**src/verilog/counter_pkg.sv**
```systemverilog
package counter_pkg;

   // ==========================================================
   // Counter
   localparam int CNT_W = 4;
   localparam logic [3:0] CNT_ZERO = 4'h0;
   localparam logic [3:0] CNT_ONE = 4'h1;
   localparam logic [3:0] CNT_MAX = 4'hf;

   // ==========================================================
   // Pins sampled through the three-stage filter
   typedef struct packed {
      logic clkPin;
      logic loadN;
      logic countEn;
      logic carryEn;
      logic [3:0] preset;
   } pin_t;
   localparam int PIN_W = 8;
   localparam pin_t PIN_RESET = '{clkPin: 1'b0, loadN: 1'b1, countEn: 1'b0, carryEn: 1'b0, preset: 4'h0};

   // ==========================================================
   // Software control word, bit 0 upward: mode, count enable, carry enable, load (low active)
   typedef struct packed {
      logic swLoadN;
      logic swCarryEn;
      logic swCountEn;
      logic swMode;
   } ctrl_t;
   localparam int CTRL_W = 4;
   localparam ctrl_t CTRL_RESET = '{swLoadN: 1'b1, swCarryEn: 1'b0, swCountEn: 1'b0, swMode: 1'b0};

   // ==========================================================
   // Register map, byte addresses
   localparam int AXI_AW = 4;
   localparam logic [3:0] REG_CTRL = 4'h0;
   localparam logic [3:0] REG_PRESET = 4'h4;
   localparam logic [3:0] REG_STEP = 4'h8;
   localparam logic [3:0] REG_STATUS = 4'hc;
   localparam int ST_CARRY = 4;
   localparam int ST_GATE = 5;
   localparam logic [1:0] RESP_OKAY = 2'h0;
   localparam logic [1:0] RESP_SLVERR = 2'h2;
   localparam logic [31:0] RDATA_ZERO = 32'h0;

   typedef enum logic [0:0] {
      WR_IDLE = 1'b0,
      WR_RESP = 1'b1
   } wr_state_t;

   typedef enum logic [0:0] {
      RD_IDLE = 1'b0,
      RD_DATA = 1'b1
   } rd_state_t;

endpackage

```
**src/verilog/sync_counter.sv**
```systemverilog
// Decided for this implementation: the register addresses and register access over AXI4-Lite.
`timescale 1ns/1ps
// Operation
// - Apart from clear, counter state changes only on a rising edge of the counting clock.
// - All four count bits update together in one register, no ripple.
// - Clear low forces count to zero at once, overriding everything else.
// - Load low at a rising edge copies preset data, whatever the enables.
// - Any preset value from 0 to 15 is accepted.
// - Count advances by one only when both enables are high; else holds.
// - Plain binary counting, wrapping from 15 to 0.
// - Carry output is high exactly while the count is 15 and carry enable is high.
// - Carry output is gated by the carry enable alone.
// - Load and enable changes affect the count only at the next rising clock edge.
// - Enable transitions at any clock level never corrupt the count.
module sync_counter (
   input wire logic clk_sys, // System clock, 250 MHz
   input wire logic rstn, // Async reset, active low
   input wire logic counterClk, // Counting clock pin
   input wire logic async_clear_n, // Async clear pin, active low
   input wire logic parallelLoadN, // Synchronous load pin, active low
   input wire logic count_gate_enable, // Count enable pin
   input wire logic carry_gate_enable, // Count and carry enable pin
   input wire logic [3:0] presetData, // Preset data, bit 0 least significant
   output logic count_out_bit0, // Count bit 0
   output logic count_out_bit1, // Count bit 1
   output logic count_out_bit2, // Count bit 2
   output logic count_out_bit3, // Count bit 3
   output logic terminal_carry_out, // High at terminal count when gated
   input wire logic [3:0] awaddr, // AXI write address
   input wire logic awvalid, // AXI write address valid
   output logic awready, // AXI write address ready
   input wire logic [31:0] wdata, // AXI write data
   input wire logic [3:0] wstrb, // AXI write strobes
   input wire logic wvalid, // AXI write data valid
   output logic wready, // AXI write data ready
   output logic [1:0] bresp, // AXI write response
   output logic bvalid, // AXI write response valid
   input wire logic bready, // AXI write response ready
   input wire logic [3:0] araddr, // AXI read address
   input wire logic arvalid, // AXI read address valid
   output logic arready, // AXI read address ready
   output logic [31:0] rdata, // AXI read data
   output logic [1:0] rresp, // AXI read response
   output logic rvalid, // AXI read data valid
   input wire logic rready // AXI read data ready
);

   // ==========================================================
   // Pin filter
   // Data pins share the clock pin's delay, so levels line up with the edge
   // Bits whose stages disagree keep their last filtered level
   counter_pkg::pin_t pinNow;
   logic [counter_pkg::PIN_W-1:0] s1Q, s2Q, s3Q, fQ, fD, agree;
   counter_pkg::pin_t pinF, pinFQ;

   assign pinNow = '{clkPin: counterClk, loadN: parallelLoadN, countEn: count_gate_enable,
                     carryEn: carry_gate_enable, preset: presetData};

   always_comb begin
      agree = ~(s2Q ^ s3Q);
      fD = (s3Q & agree) | (fQ & ~agree);
   end

   always_ff @(posedge clk_sys or negedge rstn) begin
      if (!rstn) begin
         s1Q <= counter_pkg::PIN_RESET;
         s2Q <= counter_pkg::PIN_RESET;
         s3Q <= counter_pkg::PIN_RESET;
         fQ <= counter_pkg::PIN_RESET;
      end else begin
         s1Q <= pinNow;
         s2Q <= s1Q;
         s3Q <= s2Q;
         fQ <= fD;
      end
   end

   assign pinF = counter_pkg::pin_t'(fD);
   assign pinFQ = counter_pkg::pin_t'(fQ);

   // ==========================================================
   // Register bus: write side
   counter_pkg::wr_state_t wrStateQ, wrStateD;
   counter_pkg::ctrl_t ctrlQ, ctrlD;
   logic [3:0] presetRegQ, presetRegD;
   logic awHaveQ, awHaveD, wHaveQ, wHaveD;
   logic [3:0] wAddrQ, wAddrD;
   logic [31:0] wDataQ, wDataD;
   logic [3:0] wStrbQ, wStrbD;
   logic awreadyD, wreadyD, bvalidD;
   logic [1:0] brespD;
   logic stepPulse;

   always_comb begin
      wrStateD = wrStateQ;
      ctrlD = ctrlQ;
      presetRegD = presetRegQ;
      awHaveD = awHaveQ | (awvalid & awready);
      wHaveD = wHaveQ | (wvalid & wready);
      wAddrD = (awvalid & awready) ? awaddr : wAddrQ;
      wDataD = (wvalid & wready) ? wdata : wDataQ;
      wStrbD = (wvalid & wready) ? wstrb : wStrbQ;
      bvalidD = bvalid;
      brespD = bresp;
      stepPulse = 1'b0;
      case (wrStateQ)
         counter_pkg::WR_IDLE: begin
            if (awHaveD && wHaveD) begin
               awHaveD = 1'b0;
               wHaveD = 1'b0;
               bvalidD = 1'b1;
               brespD = counter_pkg::RESP_OKAY;
               wrStateD = counter_pkg::WR_RESP;
               case (wAddrD)
                  counter_pkg::REG_CTRL: begin
                     if (wStrbD[0]) begin
                        ctrlD = counter_pkg::ctrl_t'(wDataD[counter_pkg::CTRL_W-1:0]);
                     end
                  end
                  counter_pkg::REG_PRESET: begin
                     if (wStrbD[0]) begin
                        presetRegD = wDataD[counter_pkg::CNT_W-1:0];
                     end
                  end
                  counter_pkg::REG_STEP: begin
                     // Counting edge in software mode
                     stepPulse = 1'b1;
                  end
                  counter_pkg::REG_STATUS: begin
                     brespD = counter_pkg::RESP_OKAY;
                  end
                  default: begin
                     brespD = counter_pkg::RESP_SLVERR;
                  end
               endcase
            end
         end
         counter_pkg::WR_RESP: begin
            if (bready) begin
               bvalidD = 1'b0;
               wrStateD = counter_pkg::WR_IDLE;
            end
         end
         default: begin
            wrStateD = counter_pkg::WR_IDLE;
         end
      endcase
      awreadyD = (wrStateD == counter_pkg::WR_IDLE) && !awHaveD;
      wreadyD = (wrStateD == counter_pkg::WR_IDLE) && !wHaveD;
   end

   always_ff @(posedge clk_sys or negedge rstn) begin
      if (!rstn) begin
         wrStateQ <= counter_pkg::WR_IDLE;
         ctrlQ <= counter_pkg::CTRL_RESET;
         presetRegQ <= counter_pkg::CNT_ZERO;
         awHaveQ <= 1'b0;
         wHaveQ <= 1'b0;
         wAddrQ <= 4'h0;
         wDataQ <= 32'h0;
         wStrbQ <= 4'h0;
         awready <= 1'b0;
         wready <= 1'b0;
         bvalid <= 1'b0;
         bresp <= counter_pkg::RESP_OKAY;
      end else begin
         wrStateQ <= wrStateD;
         ctrlQ <= ctrlD;
         presetRegQ <= presetRegD;
         awHaveQ <= awHaveD;
         wHaveQ <= wHaveD;
         wAddrQ <= wAddrD;
         wDataQ <= wDataD;
         wStrbQ <= wStrbD;
         awready <= awreadyD;
         wready <= wreadyD;
         bvalid <= bvalidD;
         bresp <= brespD;
      end
   end

   // ==========================================================
   // Counter core
   logic opEdge, opLoadN, opCountEn, opCarryEn;
   logic [3:0] opPreset;
   logic [3:0] countQ, countD;
   logic carryQ, carryD, gateQ;
   logic clearAllN;

   // Pin mode lags the pin by four clocks, the price of filtering
   always_comb begin
      if (ctrlQ.swMode) begin
         opEdge = stepPulse;
         opLoadN = ctrlQ.swLoadN;
         opCountEn = ctrlQ.swCountEn;
         opCarryEn = ctrlQ.swCarryEn;
         opPreset = presetRegQ;
      end else begin
         opEdge = pinF.clkPin && !pinFQ.clkPin;
         opLoadN = pinF.loadN;
         opCountEn = pinF.countEn;
         opCarryEn = pinF.carryEn;
         opPreset = pinF.preset;
      end
      countD = countQ;
      if (opEdge) begin
         if (!opLoadN) begin
            countD = opPreset;
         end else if (opCountEn && opCarryEn) begin
            countD = countQ + counter_pkg::CNT_ONE;
         end
      end
      carryD = (countD == counter_pkg::CNT_MAX) && opCarryEn;
   end

   // Clear pin acts without the clock; a glitch on it clears too, by design
   assign clearAllN = rstn & async_clear_n;

   always_ff @(posedge clk_sys or negedge clearAllN) begin
      if (!clearAllN) begin
         countQ <= counter_pkg::CNT_ZERO;
         carryQ <= 1'b0;
         gateQ <= 1'b0;
      end else begin
         countQ <= countD;
         carryQ <= carryD;
         gateQ <= opCarryEn;
      end
   end

   assign count_out_bit0 = countQ[0];
   assign count_out_bit1 = countQ[1];
   assign count_out_bit2 = countQ[2];
   assign count_out_bit3 = countQ[3];
   assign terminal_carry_out = carryQ;

   // ==========================================================
   // Register bus: read side
   counter_pkg::rd_state_t rdStateQ, rdStateD;
   logic arreadyD, rvalidD;
   logic [31:0] rdataD;
   logic [1:0] rrespD;

   always_comb begin
      rdStateD = rdStateQ;
      rvalidD = rvalid;
      rdataD = rdata;
      rrespD = rresp;
      case (rdStateQ)
         counter_pkg::RD_IDLE: begin
            if (arvalid && arready) begin
               rvalidD = 1'b1;
               rdStateD = counter_pkg::RD_DATA;
               rdataD = counter_pkg::RDATA_ZERO;
               rrespD = counter_pkg::RESP_OKAY;
               case (araddr)
                  counter_pkg::REG_CTRL: rdataD[counter_pkg::CTRL_W-1:0] = ctrlQ;
                  counter_pkg::REG_PRESET: rdataD[counter_pkg::CNT_W-1:0] = presetRegQ;
                  counter_pkg::REG_STEP: rdataD = counter_pkg::RDATA_ZERO;
                  counter_pkg::REG_STATUS: begin
                     rdataD[counter_pkg::CNT_W-1:0] = countQ;
                     rdataD[counter_pkg::ST_CARRY] = carryQ;
                     rdataD[counter_pkg::ST_GATE] = gateQ;
                  end
                  default: rrespD = counter_pkg::RESP_SLVERR;
               endcase
            end
         end
         counter_pkg::RD_DATA: begin
            if (rready) begin
               rvalidD = 1'b0;
               rdStateD = counter_pkg::RD_IDLE;
            end
         end
         default: begin
            rdStateD = counter_pkg::RD_IDLE;
         end
      endcase
      arreadyD = (rdStateD == counter_pkg::RD_IDLE);
   end

   always_ff @(posedge clk_sys or negedge rstn) begin
      if (!rstn) begin
         rdStateQ <= counter_pkg::RD_IDLE;
         arready <= 1'b0;
         rvalid <= 1'b0;
         rdata <= counter_pkg::RDATA_ZERO;
         rresp <= counter_pkg::RESP_OKAY;
      end else begin
         rdStateQ <= rdStateD;
         arready <= arreadyD;
         rvalid <= rvalidD;
         rdata <= rdataD;
         rresp <= rrespD;
      end
   end
endmodule

```
**config.mk**
```make
export PLATFORM = sky130hd
export DESIGN_NAME = sync_counter
export DESIGN_NICKNAME = d
export VERILOG_FILES = /design/src/verilog/counter_pkg.sv /design/src/verilog/sync_counter.sv
export SDC_FILE = /design/constraint.sdc
export NUM_CORES = 1
export LEC_CHECK = 0
export ABC_AREA = 1
export BUFFER_PORTS_ARGS = -buffer_cell sky130_fd_sc_hd__buf_2
export CAP_MARGIN = 20
export CORE_ASPECT_RATIO = 1.1
export CORE_MARGIN = 2
export CORE_UTILIZATION = 50
export CTS_CLUSTER_DIAMETER = 100
export DETAILED_ROUTE_END_ITERATION = 12
export HOLD_SLACK_MARGIN = 0.1
export PLACE_DENSITY = 0.79
export SLEW_MARGIN = 10
export SYNTH_ARGS = -nofsm -noshare
export SYNTH_HDL_FRONTEND = slang
export SYNTH_SLANG_ARGS = --single-unit
```
**constraint.sdc**
```tcl
create_clock -name clk_sys -period 2 [get_ports clk_sys]
set_input_delay 0.2 -clock clk_sys [delete_from_list [all_inputs] [get_ports clk_sys]]
set_output_delay 0.2 -clock clk_sys [all_outputs]
set_load 0.01 [all_outputs]
```
## After elaboration in Yosys (flattened, before gate mapping)

Cells that the tools add are included.

- Output and inout bits: 46
- Bits of input ports: 60
- Flip-flop bits (word level): 74
- Word-level logic and storage cells: 108

- Reduce and logical (&&, ||, !) cells: 20
- Mux-type cells: 34
- Bitwise operators: 15
- Eq/ne operators: 11
- $add $sub $neg: 1

Operator list:

| kind | count |
|---|---|
| 4-bit two-way mux | 6 |
| 4-bit equality test (second input constant) | 5 |
| 1-bit two-way mux | 20 |
| 8-bit AND | 2 |
| 8-bit inverter | 2 |
| 4-bit case mux with 3 select lines | 1 |
| 4-bit by 3-bit equality test with 1-bit output (second input constant) | 2 |
| 4-bit zero test | 2 |
| 2-bit != test (second input constant) | 4 |
| 8-bit OR | 1 |
| 1-bit case mux with 2 select lines | 4 |
| 2-bit AND reduction | 4 |
| 4-bit AND reduction | 2 |
| 4-bit OR reduction | 2 |
| 8-bit XOR | 1 |
| 1-bit logical AND | 7 |
| 2-bit two-way mux | 3 |
| 4-bit by 1-bit adder with 4-bit output (second input constant) | 1 |
| 1-bit inverter | 4 |
| 1-bit AND | 3 |
| 1-bit zero test | 3 |
| 1-bit OR | 2 |

## Logic depth before layout (Yosys ltp)

Gate-level depths: netlist (run 1).

- Depth after elaboration: 12
- Depth in mapped cells: 13
- Gate-level depth less buffers: 13

## Worst setup path after synthesis (run 1)

Ideal clock, no wire load.

- Kind: reg2reg
- Start: register awready
- End: register carryQ (netlist: terminal_carry_out)
- Library setup time: 69 ps
- Buffers on the path: 0
- Clock period less this slack: 1457 ps
- Arrival: 1388 ps
- Required time: 1931 ps
- Cell stages (with the launch flop): 13
- Setup slack: 543 ps
- Path through: dfrtp_1 nand2_2 nand2_2 nand3_4 nor2_4 nand2_2 nand2_4 nand2_4 nand2_1 nand2_2 nor2_2 nand3_2 nor2_2

- Cells in the longest elaborated chain, start to end: 10
- Elaborated cells between the ends (all ways): 12
- Those cells by class: eq/ne (2); mux (6); bitwise (2); reduce/logical (2)

Ends and longest elaborated chain:

| what | RTL line | source |
|---|---|---|
| start, declared | sync_counter.sv:31 | `output logic awready,` |
| start signal, assigned | sync_counter.sv:175 | `awready <= awreadyD;` |
| 1-bit AND (*) | sync_counter.sv:98, sync_counter.sv:100 |  |
| 4-bit two-way mux | sync_counter.sv:100 | `wAddrD = (awvalid & awready) ? awaddr : wAddrQ;` |
| 4-bit equality test | sync_counter.sv:114 | `case (wAddrD)` |
| 1-bit two-way mux | sync_counter.sv:114 |  |
| 1-bit two-way mux (*) | sync_counter.sv:108 | `if (awHaveD && wHaveD) begin` |
| 1-bit two-way mux (*) | sync_counter.sv:106 | `case (wrStateQ)` |
| 1-bit two-way mux (*) | sync_counter.sv:192 | `if (ctrlQ.swMode) begin` |
| 4-bit two-way mux (*) | sync_counter.sv:206 | `if (opEdge) begin` |
| 4-bit equality test (*) | sync_counter.sv:213 | `carryD = (countD == counter_pkg::CNT_MAX) && opCarryEn;` |
| 1-bit logical AND (*) | sync_counter.sv:213 |  |
| net carryD | sync_counter.sv:187 | `logic carryQ, carryD, gateQ;` |
| end signal, assigned | sync_counter.sv:226 | `carryQ <= carryD;` |
| end, declared | sync_counter.sv:187 |  |

Mark *: on every way through the listed nets, which the timed path passes. The rest lies on a longest branch.
A chain may end at the register's enable or synchronous reset.

## Final worst setup path (run 1)

- Start: register ctrlQ[0] (netlist bit)
- End: register countQ[2]

- Cells in the longest elaborated chain, start to end: 5
- Elaborated cells between the ends (all ways): 9
- Those cells by class: mux (8); reduce/logical (1)

Ends and longest elaborated chain:

| what | RTL line | source |
|---|---|---|
| start, declared | sync_counter.sv:84 | `counter_pkg::ctrl_t ctrlQ, ctrlD;` |
| start signal, assigned | sync_counter.sv:155 | `ctrlQ <= counter_pkg::CTRL_RESET;` |
| start signal, assigned | sync_counter.sv:168 | `ctrlQ <= ctrlD;` |
| 1-bit two-way mux | sync_counter.sv:192 |  |
| net opCarryEn | sync_counter.sv:184 | `logic opEdge, opLoadN, opCountEn, opCarryEn;` |
| 1-bit logical AND | sync_counter.sv:209 | `end else if (opCountEn && opCarryEn) begin` |
| 4-bit two-way mux | sync_counter.sv:209 |  |
| 4-bit two-way mux | sync_counter.sv:207 | `if (!opLoadN) begin` |
| 4-bit two-way mux | sync_counter.sv:206 |  |
| net countD[2] | sync_counter.sv:186 | `logic [3:0] countQ, countD;` |
| end signal, assigned | sync_counter.sv:221 | `countQ <= counter_pkg::CNT_ZERO;` |
| end signal, assigned | sync_counter.sv:225 | `countQ <= countD;` |
| end, declared | sync_counter.sv:186 |  |

The timed path passes the listed nets, and every way through them passes these cells.

==> impl_results.html, run 1 <==
<table>
<tr><th>Metric</th><th>Value</th></tr>
<tr><th colspan="2">Critical path</th></tr>
<tr><td>Path type of the worst setup path</td><td>reg2reg</td></tr>
<tr><td>Reg-to-Reg Start</td><td>ctrlQ[0]</td></tr>
<tr><td>Register-to-register path setup slack</td><td>between 200 and 300 ps</td></tr>
<tr><td>Crit start category</td><td>flip-flop</td></tr>
<tr><td>Worst Reg2Reg Path Length in Cells</td><td>9</td></tr>
<tr><td>RR Endpoint</td><td>countQ[2]</td></tr>
<tr><td>Kind of end point of the critical path</td><td>flip-flop</td></tr>
<tr><td>Critical Path AT</td><td>just under 2000 ps</td></tr>
<tr><td>Required time at the worst-slack endpoint</td><td>around 2200 ps</td></tr>
<tr><td>Maximum fanout along the worst path</td><td>10</td></tr>
<tr><th colspan="2">Drt</th></tr>
<tr><td>DRT Pass-1 Iters</td><td>4</td></tr>
<tr><td>Drc violations</td><td>0</td></tr>
<tr><td>Vias per Instance</td><td>roughly 4.6</td></tr>
<tr><td>Post-route ant nets</td><td>0</td></tr>
<tr><td>Total detailed-routing wirelength</td><td>about 5.5 mm</td></tr>
<tr><td>Routed via count</td><td>2280</td></tr>
<tr><td>Routed length per placed instance</td><td>10.96 µm</td></tr>
<tr><td>Detailed router's first-iteration violation count</td><td>143</td></tr>
<tr><th colspan="2">Run</th></tr>
<tr><td>Count of max-cap constraint violations</td><td>0</td></tr>
<tr><th colspan="2">Cells and area</th></tr>
<tr><td>Final standard cell utilization of the core</td><td>0.6106</td></tr>
<tr><td>Diode insertion count for antenna repair</td><td>0</td></tr>
<tr><td>Layout overhead on the synthesized area</td><td>18.17%</td></tr>
<tr><td>Final #Nets</td><td>~480</td></tr>
<tr><td>Share of layout cells above drive strength 1</td><td>0.2095</td></tr>
<tr><th colspan="2">Yosys</th></tr>
<tr><td>Post-synthesis async set-or-reset flop share</td><td>1.000</td></tr>
<tr><td>Cell with the most instances after synthesis</td><td>sky130_fd_sc_hd__nand2_1</td></tr>
<tr><td>FF+latch count, synth</td><td>~70</td></tr>
<tr><td>Area contributors post-synth</td><td>sky130_fd_sc_hd__dfrtp_1 53%, sky130_fd_sc_hd__nand2_1 9.7%, sky130_fd_sc_hd__buf_4 6.6%</td></tr>
<tr><td>Sequential area share after synthesis</td><td>0.5685</td></tr>
<tr><td>Number of unique standard cell types used by synthesis</td><td>31</td></tr>
<tr><td>Average footprint of a synthesized cell</td><td>just over 9 µm²</td></tr>
<tr><td>Synth top cells by count</td><td>82 x sky130_fd_sc_hd__nand2_1, 67 x sky130_fd_sc_hd__dfrtp_1, 55 x sky130_fd_sc_hd__inv_1, 28 x sky130_fd_sc_hd__buf_4, 23 x sky130_fd_sc_hd__nand3_1</td></tr>
<tr><td>Number of flops mapped to enable cells by yosys</td><td>0</td></tr>
<tr><td>Fraction of post-synthesis cell area in the top cell type by area</td><td>0.5271</td></tr>
<tr><td>Cell area after technology mapping</td><td>0.003181 mm²</td></tr>
<tr><td>Synthesized instance count</td><td>~350</td></tr>
<tr><td>Most frequently used flop master after synthesis</td><td>sky130_fd_sc_hd__dfrtp_1</td></tr>
<tr><td>Largest area contributor in the synthesized netlist</td><td>sky130_fd_sc_hd__dfrtp_1</td></tr>
<tr><td>Synth warn</td><td>0</td></tr>
<tr><th colspan="2">Timing</th></tr>
<tr><td>Max-slew headroom</td><td>0.6438</td></tr>
<tr><td>RSZ-0062 raised after global routing</td><td>no</td></tr>
<tr><td>Final setup fails</td><td>0</td></tr>
<tr><td>Worst Tran Pin Value</td><td>between 500 and 600 ps</td></tr>
<tr><td>Setup TNS Final</td><td>0 ps</td></tr>
<tr><td>Clock Skews</td><td>5.872 ps</td></tr>
<tr><td>Timing-limited maximum frequency</td><td>0.5881 GHz</td></tr>
<tr><td>Crit share post-route</td><td>0.8501</td></tr>
<tr><td>Pins over their slew limit</td><td>0</td></tr>
<tr><td>Final min period</td><td>between 1500 and 2000 ps</td></tr>
<tr><td>Final Hold Violating Endpoints</td><td>0</td></tr>
<tr><th colspan="2">Min path</th></tr>
<tr><td>Worst min-delay path startpoint</td><td>awaddr[3]</td></tr>
<tr><td>Sink of the worst hold path</td><td>wAddrQ[3]</td></tr>
<tr><td>Min-Delay Path Class</td><td>in2reg</td></tr>
<tr><td>Hold depth</td><td>3</td></tr>
<tr><th colspan="2">Power and ir drop</th></tr>
<tr><td>Max VDD drop</td><td>0.7009 mV</td></tr>
<tr><td>Leakage power of the design</td><td>2.043 nW</td></tr>
<tr><td>Power per cell area</td><td>around 1200 mW/mm²</td></tr>
<tr><th colspan="2">Global routing</th></tr>
<tr><td>Number of global-route vias before repair</td><td>about 2200</td></tr>
<tr><td>First-pass GRT wire length</td><td>slightly below 10 mm</td></tr>
<tr><td>Pin count of the biggest net entering global routing</td><td>39</td></tr>
<tr><td>Antenna violations before repair</td><td>0</td></tr>
<tr><td>Global route total overflow</td><td>0</td></tr>
<tr><td>Overall global routing resource usage</td><td>0.1822</td></tr>
<tr><th colspan="2">Clocking</th></tr>
<tr><td>Clock tree from TritonCTS</td><td>done</td></tr>
<tr><td>Number of H-tree branching levels</td><td>3</td></tr>
<tr><td>Worst-Skew Late Latency</td><td>around 350 ps</td></tr>
<tr><td>Number of sinks driven by the clock tree</td><td>between 70 and 80</td></tr>
<tr><td>Inserted Clock Buffers</td><td>9</td></tr>
<tr><td>Setup fix buffers added after clock tree synthesis</td><td>0</td></tr>
<tr><td>Number of resized instances in the post-cts repair step</td><td>0</td></tr>
<tr><td>Clock Tree Buf Depth</td><td>2</td></tr>
<tr><td>Clock root buffer</td><td>sky130_fd_sc_hd__clkbuf_8</td></tr>
<tr><td>Clock transition at the register clock pins on the worst setup and hold paths after CTS</td><td>around 70 ps</td></tr>
<tr><th colspan="2">Floorplanning</th></tr>
<tr><td>Initial core utilization</td><td>0.5167</td></tr>
<tr><td>Width of the die</td><td>80.05 µm</td></tr>
<tr><td>Placeable core region</td><td>a little over 0.006 mm²</td></tr>
<tr><td>I/O pin count</td><td>~110</td></tr>
<tr><td>Die area</td><td>0.007016 mm²</td></tr>
<tr><td>Cell row count</td><td>30</td></tr>
<tr><td>Y dimension of the die</td><td>87.65 µm</td></tr>
<tr><th colspan="2">Placement</th></tr>
<tr><td>RePlAce Congestion</td><td>between 0.8 and 0.9</td></tr>
<tr><td>DP HPWL</td><td>between 4 and 5 mm</td></tr>
<tr><td>Port buffer count</td><td>46</td></tr>
<tr><th colspan="2">Run status</th></tr>
<tr><td>Status</td><td>finished clean</td></tr>
</table>
==> routing by layer <==
layer	GRT usage	wire (µm)
met1	0.2256	2339
met4	0.1125	96
met2	0.2962	2721
met5	0	0
met3	0.03505	324
==> worst max path at each step <==
stage                         endpoint     start  slack (ps)  cells after the start
finish                       countQ[2]  ctrlQ[0]         300                      9
global route                 countQ[2]  ctrlQ[0]          90                      9
CTS                 terminal_carry_out  ctrlQ[0]         310                      9
detailed placement  terminal_carry_out  ctrlQ[0]         330                      9
global placement    terminal_carry_out  ctrlQ[0]         360                      9
floorplan           terminal_carry_out   awready         540                     12
==> area by class of cell <==
| class | count | area (µm²) |
|---|---|---|
| Sequential cell | 72 | 1808 |
| Clock inverter | 2 | 35.03 |
| Tap cell | 80 | 100.1 |
| Timing Repair Buffer | 60 | 377.9 |
| Multi-Input combinational cell | 215 | 1039 |
| Fill cell | 554 | 2397 |
| Clock buffer | 14 | 182.7 |
| Inverter | 57 | 216.5 |
==> metrics by stage <==
step                hold WS [ps]  power, mW  setup slack [ps]  std cells  instance area, µm²
detailed placement         136.3      3.255             330.2        472                3421
global route               167.3      4.818             92.20        500                3759
global placement           128.0      3.201             364.2        472                3421
floorplan                 -95.59      2.900             543.5        374                3282
finish                     138.9      4.456             299.7        500                3759
CTS                        118.8      4.513             311.7        500                3759
==> registers in the layout, indices dropped and copies added, names as in the netlist, 4 cells and up <==
signal	count
ctrlQ	4
wDataQ	4
fQ	8
rdata	6
s1Q	8
presetRegQ	4
wAddrQ	4
countQ	4
s3Q	8
s2Q	8
==> logic make-up (layout without fill, tap and decap cells) <==
group                    count (synthesis)  count (layout)  synth area share
AND/OR/NAND/NOR                        147             147            0.2179
buffers and inverters                   87             133            0.1369
other                                    1              28          0.001179
XOR/XNOR                                 1               1          0.002754
AO/OA/AOI/OAI                           37              37           0.06570
flip-flops                              72              72            0.5685
adder cells (fa/ha/maj)                  2               2          0.007081
==> power breakdown <==
group	switching [mW]	internal [mW]	total, mW
Sequential	0.217	1.79	2.01
Combinational	0.783	0.446	1.23
Clock	0.507	0.711	1.22
Total	1.51	2.95	4.46
==> repair_timing <==
action	CTS	global route
hold buffers	12	0
endpoints found under the hold margin	36	0
endpoints found under the setup margin	0	0
==> placed cells by master (no fill, tap or decap), drive strengths merged, types with 5 or more instances in the layout <==
cell         instances
nand2               91
dfrtp               67
inv                 57
buf                 48
conb                28
nand3               25
o21ai               23
nor2                21
clkbuf              14
dlygate4sd3         12
and2                 8
a21oi                7
dfstp                5
==> critical path, cell delays in order, from the launching register on <==
cell and delay, ps:
sky130_fd_sc_hd__dfrtp_1 570, sky130_fd_sc_hd__inv_4 110, sky130_fd_sc_hd__nand3_1 120, sky130_fd_sc_hd__nand2_1 100, sky130_fd_sc_hd__nand2_1 110, sky130_fd_sc_hd__inv_1 80, sky130_fd_sc_hd__o21ai_0 70, sky130_fd_sc_hd__o211ai_1 110
sky130_fd_sc_hd__a21oi_1 250, sky130_fd_sc_hd__inv_1 60
(Power assumes the default switching activity.)
==> run 2, diff against run 1 <==
Settings changed: CORE_UTILIZATION 50 to 45, PLACE_DENSITY 0.79 to 0.72.
==> run 2 against run 1 <==
  * First-iteration DRC count decreased by 38%
  * Sequential share of layout area up 0.26 points
  * Design area shrank 0.53%
  * Clock skew up 5.4 ps
  * Wire length is 3.6% lower
  * Register-to-register slack hardly changed
  * Utilization fell by 7.1 points
  * Setup slack better by 9.4 ps
  * Combinational power about the same
  * Die area rose by 11%
==> impl_results.html, run 2 (synthesis gave the netlist of run 1 again) <==
<table>
<tr><th>Metric</th><th>Value</th></tr>
<tr><th colspan="2">Critical path</th></tr>
<tr><td>Maximum fanout along the worst path</td><td>10 (unchanged)</td></tr>
<tr><td>Slowest cell on the critical path</td><td>sky130_fd_sc_hd__dfrtp_1 (unchanged)</td></tr>
<tr><td>Required time at the worst-slack endpoint</td><td>2220 ps (was 2230 ps)</td></tr>
<tr><td>Critical path buffer and inverter count</td><td>3 (unchanged)</td></tr>
<tr><td>Crit start category</td><td>flip-flop (unchanged)</td></tr>
<tr><td>Kind of end point of the critical path</td><td>flip-flop (unchanged)</td></tr>
<tr><td>Path type of the worst setup path</td><td>reg2reg (unchanged)</td></tr>
<tr><td>Cell family contributing the most delay on the critical path</td><td>flip-flops (unchanged)</td></tr>
<tr><td>Critical Path AT</td><td>1910 ps (was 1930 ps)</td></tr>
<tr><td>Stage delay of the slowest cell on the critical path</td><td>550 ps (was 570 ps)</td></tr>
<tr><td>List of cells traversed by the critical path</td><td>inv_4 &gt; nand3_1 &gt; nand2_1 &gt; nand2_1 &gt; inv_1 &gt; o21ai_0 &gt; o211ai_1 &gt; a21oi_1 &gt; inv_1 (unchanged)</td></tr>
<tr><th colspan="2">Drt</th></tr>
<tr><td>Post-route ant nets</td><td>0 (unchanged)</td></tr>
<tr><td>Routed wire length on met3</td><td>296 µm (was 324 µm)</td></tr>
<tr><td>Highest metal layer used by the detailed router</td><td>met4 (unchanged)</td></tr>
<tr><td>Vias per Instance</td><td>4.477 (was 4.560)</td></tr>
<tr><td>Detail Route met2 WL</td><td>2.548 mm (was 2.721 mm)</td></tr>
<tr><td>Wire length on met1</td><td>2.371 mm (was 2.339 mm)</td></tr>
<tr><td>Total detailed-routing wirelength</td><td>5.281 mm (was 5.481 mm)</td></tr>
<tr><td>Detailed router's first-iteration violation count</td><td>89 (was 143)</td></tr>
<tr><td>Routed length per placed instance</td><td>10.46 µm (was 10.96 µm)</td></tr>
<tr><td>Routed via count</td><td>2261 (was 2280)</td></tr>
<tr><td>Drc violations</td><td>0 (unchanged)</td></tr>
<tr><td>DRT Pass-1 Iters</td><td>4 (unchanged)</td></tr>
<tr><th colspan="2">Cells and area</th></tr>
<tr><td>Commonest cells after routing, fill and taps aside</td><td>82 x sky130_fd_sc_hd__nand2_1, 67 x sky130_fd_sc_hd__dfrtp_1, 55 x sky130_fd_sc_hd__inv_1 (unchanged)</td></tr>
<tr><td>Leading cell type in the layout, fill and taps excluded</td><td>sky130_fd_sc_hd__nand2_1 (unchanged)</td></tr>
<tr><td>Reg area</td><td>0.001808 mm² (unchanged)</td></tr>
<tr><td>Multi-input combinational cell area</td><td>0.001039 mm² (unchanged)</td></tr>
<tr><td>Share of layout cells above drive strength 1</td><td>0.2048 (was 0.2095)</td></tr>
<tr><td>Final #Nets</td><td>476 (unchanged)</td></tr>
<tr><td>Diode insertion count for antenna repair</td><td>0 (unchanged)</td></tr>
<tr><td>Layout overhead on the synthesized area</td><td>17.55% (was 18.17%)</td></tr>
<tr><td>Number of filler cells placed in the layout</td><td>632 (was 554)</td></tr>
<tr><th colspan="2">Timing</th></tr>
<tr><td>Worst Tran Pin Value</td><td>500.0 ps (was 534.4 ps)</td></tr>
<tr><td>Final setup fails</td><td>0 (unchanged)</td></tr>
<tr><td>Setup TNS Final</td><td>0 ps (unchanged)</td></tr>
<tr><td>Timing-limited maximum frequency</td><td>0.5914 GHz (was 0.5881 GHz)</td></tr>
<tr><td>Crit share post-route</td><td>0.8454 (was 0.8501)</td></tr>
<tr><td>Final min period</td><td>1691 ps (was 1700 ps)</td></tr>
<tr><td>Pins over their slew limit</td><td>0 (unchanged)</td></tr>
<tr><td>Clock Skews</td><td>11.25 ps (was 5.872 ps)</td></tr>
<tr><td>Max-slew headroom</td><td>0.6667 (was 0.6438)</td></tr>
<tr><td>Tightest hold margin</td><td>153.5 ps (was 138.9 ps)</td></tr>
<tr><td>RSZ-0062 raised after global routing</td><td>no (unchanged)</td></tr>
<tr><td>Final Hold Violating Endpoints</td><td>0 (unchanged)</td></tr>
<tr><th colspan="2">Clocking</th></tr>
<tr><td>Number of resized instances in the post-cts repair step</td><td>0 (unchanged)</td></tr>
<tr><td>Clock Tree Buf Depth</td><td>2 (unchanged)</td></tr>
<tr><td>Setup fix buffers added after clock tree synthesis</td><td>0 (unchanged)</td></tr>
<tr><td>Worst-Skew Late Latency</td><td>340 ps (was 350 ps)</td></tr>
<tr><td>Clock transition at the register clock pins on the worst setup and hold paths after CTS</td><td>70 ps (about the same)</td></tr>
<tr><td>Number of sinks driven by the clock tree</td><td>72 (unchanged)</td></tr>
<tr><td>Clock root buffer</td><td>sky130_fd_sc_hd__clkbuf_8 (unchanged)</td></tr>
<tr><td>Inserted Clock Buffers</td><td>9 (unchanged)</td></tr>
<tr><td>Number of H-tree branching levels</td><td>3 (unchanged)</td></tr>
<tr><td>Clock tree from TritonCTS</td><td>done (unchanged)</td></tr>
<tr><td>Post-CTS Hold Buffers</td><td>12 (unchanged)</td></tr>
<tr><th colspan="2">Global routing</th></tr>
<tr><td>Overall global routing resource usage</td><td>0.1455 (was 0.1822)</td></tr>
<tr><td>First-pass GRT wire length</td><td>8.811 mm (was 9.632 mm)</td></tr>
<tr><td>Global route total overflow</td><td>0 (unchanged)</td></tr>
<tr><td>Pin count of the biggest net entering global routing</td><td>39 (unchanged)</td></tr>
<tr><td>Number of global-route vias before repair</td><td>2061 (was 2236)</td></tr>
<tr><td>Antenna violations before repair</td><td>0 (unchanged)</td></tr>
<tr><th colspan="2">Run status</th></tr>
<tr><td>Status</td><td>finished clean (unchanged)</td></tr>
<tr><th colspan="2">Floorplanning</th></tr>
<tr><td>Y dimension of the die</td><td>92.18 µm (was 87.65 µm)</td></tr>
<tr><td>Placeable core region</td><td>0.006927 mm² (was 0.006156 mm²)</td></tr>
<tr><td>Initial core utilization</td><td>0.4592 (was 0.5167)</td></tr>
<tr><td>Cell row count</td><td>32 (was 30)</td></tr>
<tr><td>I/O pin count</td><td>106 (unchanged)</td></tr>
<tr><td>Die area</td><td>0.007757 mm² (was 0.007016 mm²)</td></tr>
<tr><td>Width of the die</td><td>84.16 µm (was 80.05 µm)</td></tr>
<tr><th colspan="2">Min path</th></tr>
<tr><td>Min-Delay Path Class</td><td>in2reg (unchanged)</td></tr>
<tr><th colspan="2">Placement</th></tr>
<tr><td>DP HPWL</td><td>3.905 mm (was 4.089 mm)</td></tr>
<tr><td>Port buffer count</td><td>46 (unchanged)</td></tr>
<tr><td>RePlAce Congestion</td><td>0.7878 (was 0.8093)</td></tr>
<tr><th colspan="2">Run</th></tr>
<tr><td>Count of max-cap constraint violations</td><td>0 (unchanged)</td></tr>
<tr><th colspan="2">Power and ir drop</th></tr>
<tr><td>Leakage power of the design</td><td>2.024 nW (was 2.043 nW)</td></tr>
<tr><td>Power per cell area</td><td>1159 mW/mm² (was 1186 mW/mm²)</td></tr>
<tr><td>Max VDD drop</td><td>0.7006 mV (was 0.7009 mV)</td></tr>
</table>
==> run 2: changes by cell type in the layout (fill, tap and decap cells not counted) <==
| cell | previous run | this run |
|---|---|---|
| sky130_fd_sc_hd__clkbuf_8 | 13 | 10 |
| sky130_fd_sc_hd__clkbuf_1 | 1 | 3 |
| sky130_fd_sc_hd__clkinvlp_4 | 0 | 1 |
==> run 2: layer usage <==
layer / GRT usage / vias to the layer above
met5: 0 / -
met4: 0.06452 / 0
met3: 0.04680 / 8
met2: 0.2374 / 56
met1: 0.1762 / 1051
li1: - / 1146
==> run 2: power breakdown <==
group          switching, mW  leakage (nW)  internal (mW)
sequential             0.217         0.867           1.79
clock                  0.493        0.0936          0.610
combinational          0.776          1.06          0.447
==> run 2: through the flow <==
step	cell area [µm²]	util	instances	setup slack [ps]	power (mW)
final	3739	0.5397	505	309.2	4.334
after global routing	3739	0.5397	505	171.7	4.664
after CTS	3739	0.5397	505	326.0	4.391
after detailed placement	3427	0.4948	477	338.3	3.248
after global placement	3427	0.4948	477	364.5	3.205
after floorplan	3282	-	374	543.5	2.900
==> run 2: final cells by class <==
cell class	instances	area share
sequential	72	0.4836
multi-input combinational	215	0.2778
timing repair buffer	60	0.1011
inverter	57	0.05790
clock buffer	13	0.03983
tap	85	0.02845
clock inverter	3	0.01138
==> run 2: worst paths after layout <==
kind	endpoint	slack, ps	startpoint	depth (start not counted)
min in group asynchronous	gateQ	310	async_clear_n	4
hold / removal	wAddrQ[0]	150	awaddr[0]	5
setup reg to reg	countQ[2]	310	ctrlQ[0]	9
hold reg to reg	s2Q[2]	350	s1Q[2]	0
setup / recovery	countQ[2]	310	ctrlQ[0]	9
max in group asynchronous	s1Q[6]	1010	rstn	3
==> run 2: worst min-delay path, stage by stage <==
cell	delay, ps
sky130_fd_sc_hd__buf_2	80
sky130_fd_sc_hd__inv_1	30
sky130_fd_sc_hd__nand3_1	50
sky130_fd_sc_hd__nand2_1	60
sky130_fd_sc_hd__inv_1	50
==> run 3, diff against run 2 <==
Clock period 2 ns to 1.6 ns, I/O delays scaled along.
==> run 3 against run 2 <==
  * Via count is 2.8% higher
  * Non-clock buffer count up 16
  * Critical path depth increased by 2
  * Utilization is 2.7 points higher
  * Setup slack lost 270 ps
  * Count of clock-buffer cells in the layout fell by 4
  * First-iteration DRC count decreased by 16%
  * Wire length rose by 11%
  * Worst hold slack worse by 35 ps
  * Sequential cell count did not move
  * Cell count increased by 3.2%
  * Clock power increased by 29%
==> impl_results.html, run 3 (synthesis gave the netlist of run 1 again) <==
<table>
<tr><th>Metric</th><th>Value</th></tr>
<tr><th colspan="2">Floorplanning</th></tr>
<tr><td>Initial core utilization</td><td>0.4592 (unchanged)</td></tr>
<tr><td>Width of the die</td><td>84.16 µm (unchanged)</td></tr>
<tr><td>Y dimension of the die</td><td>92.18 µm (unchanged)</td></tr>
<tr><td>Placeable core region</td><td>0.006927 mm² (unchanged)</td></tr>
<tr><td>Die area</td><td>0.007757 mm² (unchanged)</td></tr>
<tr><td>I/O pin count</td><td>106 (unchanged)</td></tr>
<tr><td>Cell row count</td><td>32 (unchanged)</td></tr>
<tr><th colspan="2">Global routing</th></tr>
<tr><td>Met1 usage</td><td>0.1855 (was 0.1762)</td></tr>
<tr><td>Antenna violations before repair</td><td>0 (unchanged)</td></tr>
<tr><td>Pin count of the biggest net entering global routing</td><td>37 (was 39)</td></tr>
<tr><td>Global route total overflow</td><td>0 (unchanged)</td></tr>
<tr><td>First-pass GRT wire length</td><td>9.777 mm (was 8.811 mm)</td></tr>
<tr><td>Met3 track demand over resource</td><td>0.04860 (was 0.04680)</td></tr>
<tr><td>Number of global-route vias before repair</td><td>2286 (was 2061)</td></tr>
<tr><td>Most heavily used metal layer in global routing</td><td>met2 (unchanged)</td></tr>
<tr><td>Met2 GRT Util</td><td>0.2712 (was 0.2374)</td></tr>
<tr><td>Overall global routing resource usage</td><td>0.1593 (was 0.1455)</td></tr>
<tr><th colspan="2">Timing</th></tr>
<tr><td>Final min period</td><td>1558 ps (was 1691 ps)</td></tr>
<tr><td>Final Hold Violating Endpoints</td><td>0 (unchanged)</td></tr>
<tr><td>Pins over their slew limit</td><td>0 (unchanged)</td></tr>
<tr><td>Timing-limited maximum frequency</td><td>0.6417 GHz (was 0.5914 GHz)</td></tr>
<tr><td>RSZ-0062 raised after global routing</td><td>yes (was no)</td></tr>
<tr><td>Final setup fails</td><td>0 (unchanged)</td></tr>
<tr><td>Crit share post-route</td><td>0.9740 (was 0.8454)</td></tr>
<tr><td>Clock Skews</td><td>7.235 ps (was 11.25 ps)</td></tr>
<tr><td>Setup TNS Final</td><td>0 ps (unchanged)</td></tr>
<tr><th colspan="2">Cells and area</th></tr>
<tr><td>Leading cell type in the layout, fill and taps excluded</td><td>sky130_fd_sc_hd__nand2_1 (unchanged)</td></tr>
<tr><td>Share of layout cells above drive strength 1</td><td>0.2683 (was 0.2048)</td></tr>
<tr><td>Commonest cells after routing, fill and taps aside</td><td>74 x sky130_fd_sc_hd__nand2_1, 67 x sky130_fd_sc_hd__dfrtp_1, 54 x sky130_fd_sc_hd__inv_1 (was 82 x sky130_fd_sc_hd__nand2_1, 67 x sky130_fd_sc_hd__dfrtp_1, 55 x sky130_fd_sc_hd__inv_1)</td></tr>
<tr><td>Diode insertion count for antenna repair</td><td>0 (unchanged)</td></tr>
<tr><td>Post-route design area</td><td>0.003923 mm² (was 0.003739 mm²)</td></tr>
<tr><td>Final #Nets</td><td>492 (was 476)</td></tr>
<tr><td>Number of filler cells placed in the layout</td><td>618 (was 632)</td></tr>
<tr><td>Layout overhead on the synthesized area</td><td>23.33% (was 17.55%)</td></tr>
<tr><th colspan="2">Run status</th></tr>
<tr><td>Status</td><td>finished clean (unchanged)</td></tr>
<tr><th colspan="2">Critical path</th></tr>
<tr><td>List of cells traversed by the critical path</td><td>buf_4 &gt; nand3_1 &gt; nand2_2 &gt; nand2_2 &gt; nor2_4 &gt; nand2_2 &gt; nand2_4 &gt; inv_2 &gt; a21oi_1 &gt; a21oi_2 &gt; nor2_2 (was inv_4 &gt; nand3_1 &gt; nand2_1 &gt; nand2_1 &gt; inv_1 &gt; o21ai_0 &gt; o211ai_1 &gt; a21oi_1 &gt; inv_1)</td></tr>
<tr><td>Path type of the worst setup path</td><td>reg2reg (unchanged)</td></tr>
<tr><td>Required time at the worst-slack endpoint</td><td>1890 ps (was 2220 ps)</td></tr>
<tr><td>Cell family contributing the most delay on the critical path</td><td>simple AND/OR/NAND/NOR gates (was flip-flops)</td></tr>
<tr><td>Kind of end point of the critical path</td><td>flip-flop (unchanged)</td></tr>
<tr><td>Cell mode on critical path</td><td>sky130_fd_sc_hd__nand2_2</td></tr>
<tr><td>Critical path buffer and inverter count</td><td>2 (was 3)</td></tr>
<tr><td>Slowest cell on the critical path</td><td>sky130_fd_sc_hd__dfrtp_1 (unchanged)</td></tr>
<tr><td>Critical Path AT</td><td>1850 ps (was 1910 ps)</td></tr>
<tr><td>Stage delay of the slowest cell on the critical path</td><td>420 ps (was 550 ps)</td></tr>
<tr><td>Maximum fanout along the worst path</td><td>4 (was 10)</td></tr>
<tr><td>Crit start category</td><td>flip-flop (unchanged)</td></tr>
<tr><th colspan="2">Placement</th></tr>
<tr><td>Port buffer count</td><td>46 (unchanged)</td></tr>
<tr><td>DP HPWL</td><td>4.201 mm (was 3.905 mm)</td></tr>
<tr><td>RePlAce Congestion</td><td>0.8667 (was 0.7878)</td></tr>
<tr><td>Cell area after placement</td><td>0.003487 mm² (was 0.003427 mm²)</td></tr>
<tr><th colspan="2">Clocking</th></tr>
<tr><td>Clock tree from TritonCTS</td><td>done (unchanged)</td></tr>
<tr><td>Worst-Skew Late Latency</td><td>350 ps (was 340 ps)</td></tr>
<tr><td>Clock transition at the register clock pins on the worst setup and hold paths after CTS</td><td>80 ps (was 70 ps)</td></tr>
<tr><td>Clock root buffer</td><td>sky130_fd_sc_hd__clkbuf_8 (unchanged)</td></tr>
<tr><td>Number of sinks driven by the clock tree</td><td>72 (unchanged)</td></tr>
<tr><td>Inserted Clock Buffers</td><td>9 (unchanged)</td></tr>
<tr><td>Clock Tree Buf Depth</td><td>2 (unchanged)</td></tr>
<tr><td>Number of H-tree branching levels</td><td>3 (unchanged)</td></tr>
<tr><th colspan="2">Drt</th></tr>
<tr><td>Total detailed-routing wirelength</td><td>5.848 mm (was 5.281 mm)</td></tr>
<tr><td>Drc violations</td><td>0 (unchanged)</td></tr>
<tr><td>Detailed router's first-iteration violation count</td><td>75 (was 89)</td></tr>
<tr><td>DRT Pass-1 Iters</td><td>5 (was 4)</td></tr>
<tr><td>Post-route ant nets</td><td>0 (unchanged)</td></tr>
<tr><td>Vias per Instance</td><td>4.463 (was 4.477)</td></tr>
<tr><td>Routed via count</td><td>2325 (was 2261)</td></tr>
<tr><td>Routed length per placed instance</td><td>11.22 µm (was 10.46 µm)</td></tr>
<tr><th colspan="2">Power and ir drop</th></tr>
<tr><td>Power per cell area</td><td>1467 mW/mm² (was 1159 mW/mm²)</td></tr>
<tr><td>Leakage power of the design</td><td>2.118 nW (was 2.024 nW)</td></tr>
<tr><td>Overall Power</td><td>5.755 mW (was 4.334 mW)</td></tr>
<tr><td>Max VDD drop</td><td>0.8466 mV (was 0.7006 mV)</td></tr>
<tr><th colspan="2">Run</th></tr>
<tr><td>Count of max-cap constraint violations</td><td>0 (unchanged)</td></tr>
<tr><th colspan="2">Min path</th></tr>
<tr><td>Min-Delay Path Class</td><td>in2reg (unchanged)</td></tr>
</table>
run 3: final timing paths:
path	from	endpoint	cells after the start	slack (ps)
max	awready	terminal_carry_out	11	40
min	araddr[0]	rresp[1]	3	120
max reg2reg	awready	terminal_carry_out	11	40
min reg2reg	s1Q[2]	s2Q[2]	0	350
max in group asynchronous	rstn	fQ[6]	3	790
min in group asynchronous	rstn	wrStateQ	2	230
run 3: area by class of cell:
| cell class | count | area [µm²] | share of cell area |
|---|---|---|---|
| Multi-Input combinational cell | 215 | 1091 | 0.2782 |
| Clock buffer | 9 | 123.9 | 0.03158 |
| Timing Repair Buffer | 76 | 504.2 | 0.1285 |
| Tap cell | 85 | 106.4 | 0.02711 |
| Clock inverter | 7 | 72.57 | 0.01850 |
| Inverter | 57 | 216.5 | 0.05518 |
| Sequential cell | 72 | 1808 | 0.4609 |
run 3: repair_timing:
item                                    4_1_cts  5_1_grt
endpoints found under the setup margin        2       10
hold endpoints to repair                     83        0
gates resized for setup                       1       19
pin swaps                                     0       11
hold buffers                                 13        0
setup buffers                                 1        6
run 3: report_power, final:
group          leakage, nW  switching [mW]  internal [mW]  total (mW)
Combinational         1.16            1.14          0.734        1.88
Sequential           0.867           0.221           2.24        2.46
Clock               0.0952           0.700          0.718        1.42
run 3: stage by stage:
| stage | setup slack, ps | hold slack [ps] | util | cells |
|---|---|---|---|---|
| after global placement | 43.23 | 69.33 | 0.5034 | 485 |
| after detailed placement | 4.227 | 73.19 | 0.5034 | 485 |
| after global routing | -72.47 | 106.2 | 0.5663 | 521 |
| after CTS | 30.41 | 102.4 | 0.5524 | 515 |
| final | 41.56 | 118.1 | 0.5663 | 521 |
| after floorplan | 143.5 | -135.6 | - | 374 |
run 3: worst min-delay path, delay by kind of cell:
| kind | cells | cell delay, ps |
|---|---|---|
| and+or+nand+nor | 1 | 50 |
| AOI/OAI and AO/OA | 1 | 150 |
| buffers and inverters | 1 | 70 |
run 3: per-layer routing:
| layer | part of all wire | up-vias | wire length, µm |
|---|---|---|---|
| met5 | 0 | - | 0 |
| met4 | 0.015 | 0 | 89 |
| met3 | 0.049 | 8 | 286 |
| met2 | 0.51 | 54 | 2961 |
| met1 | 0.43 | 1081 | 2510 |
| li1 | - | 1182 | - |
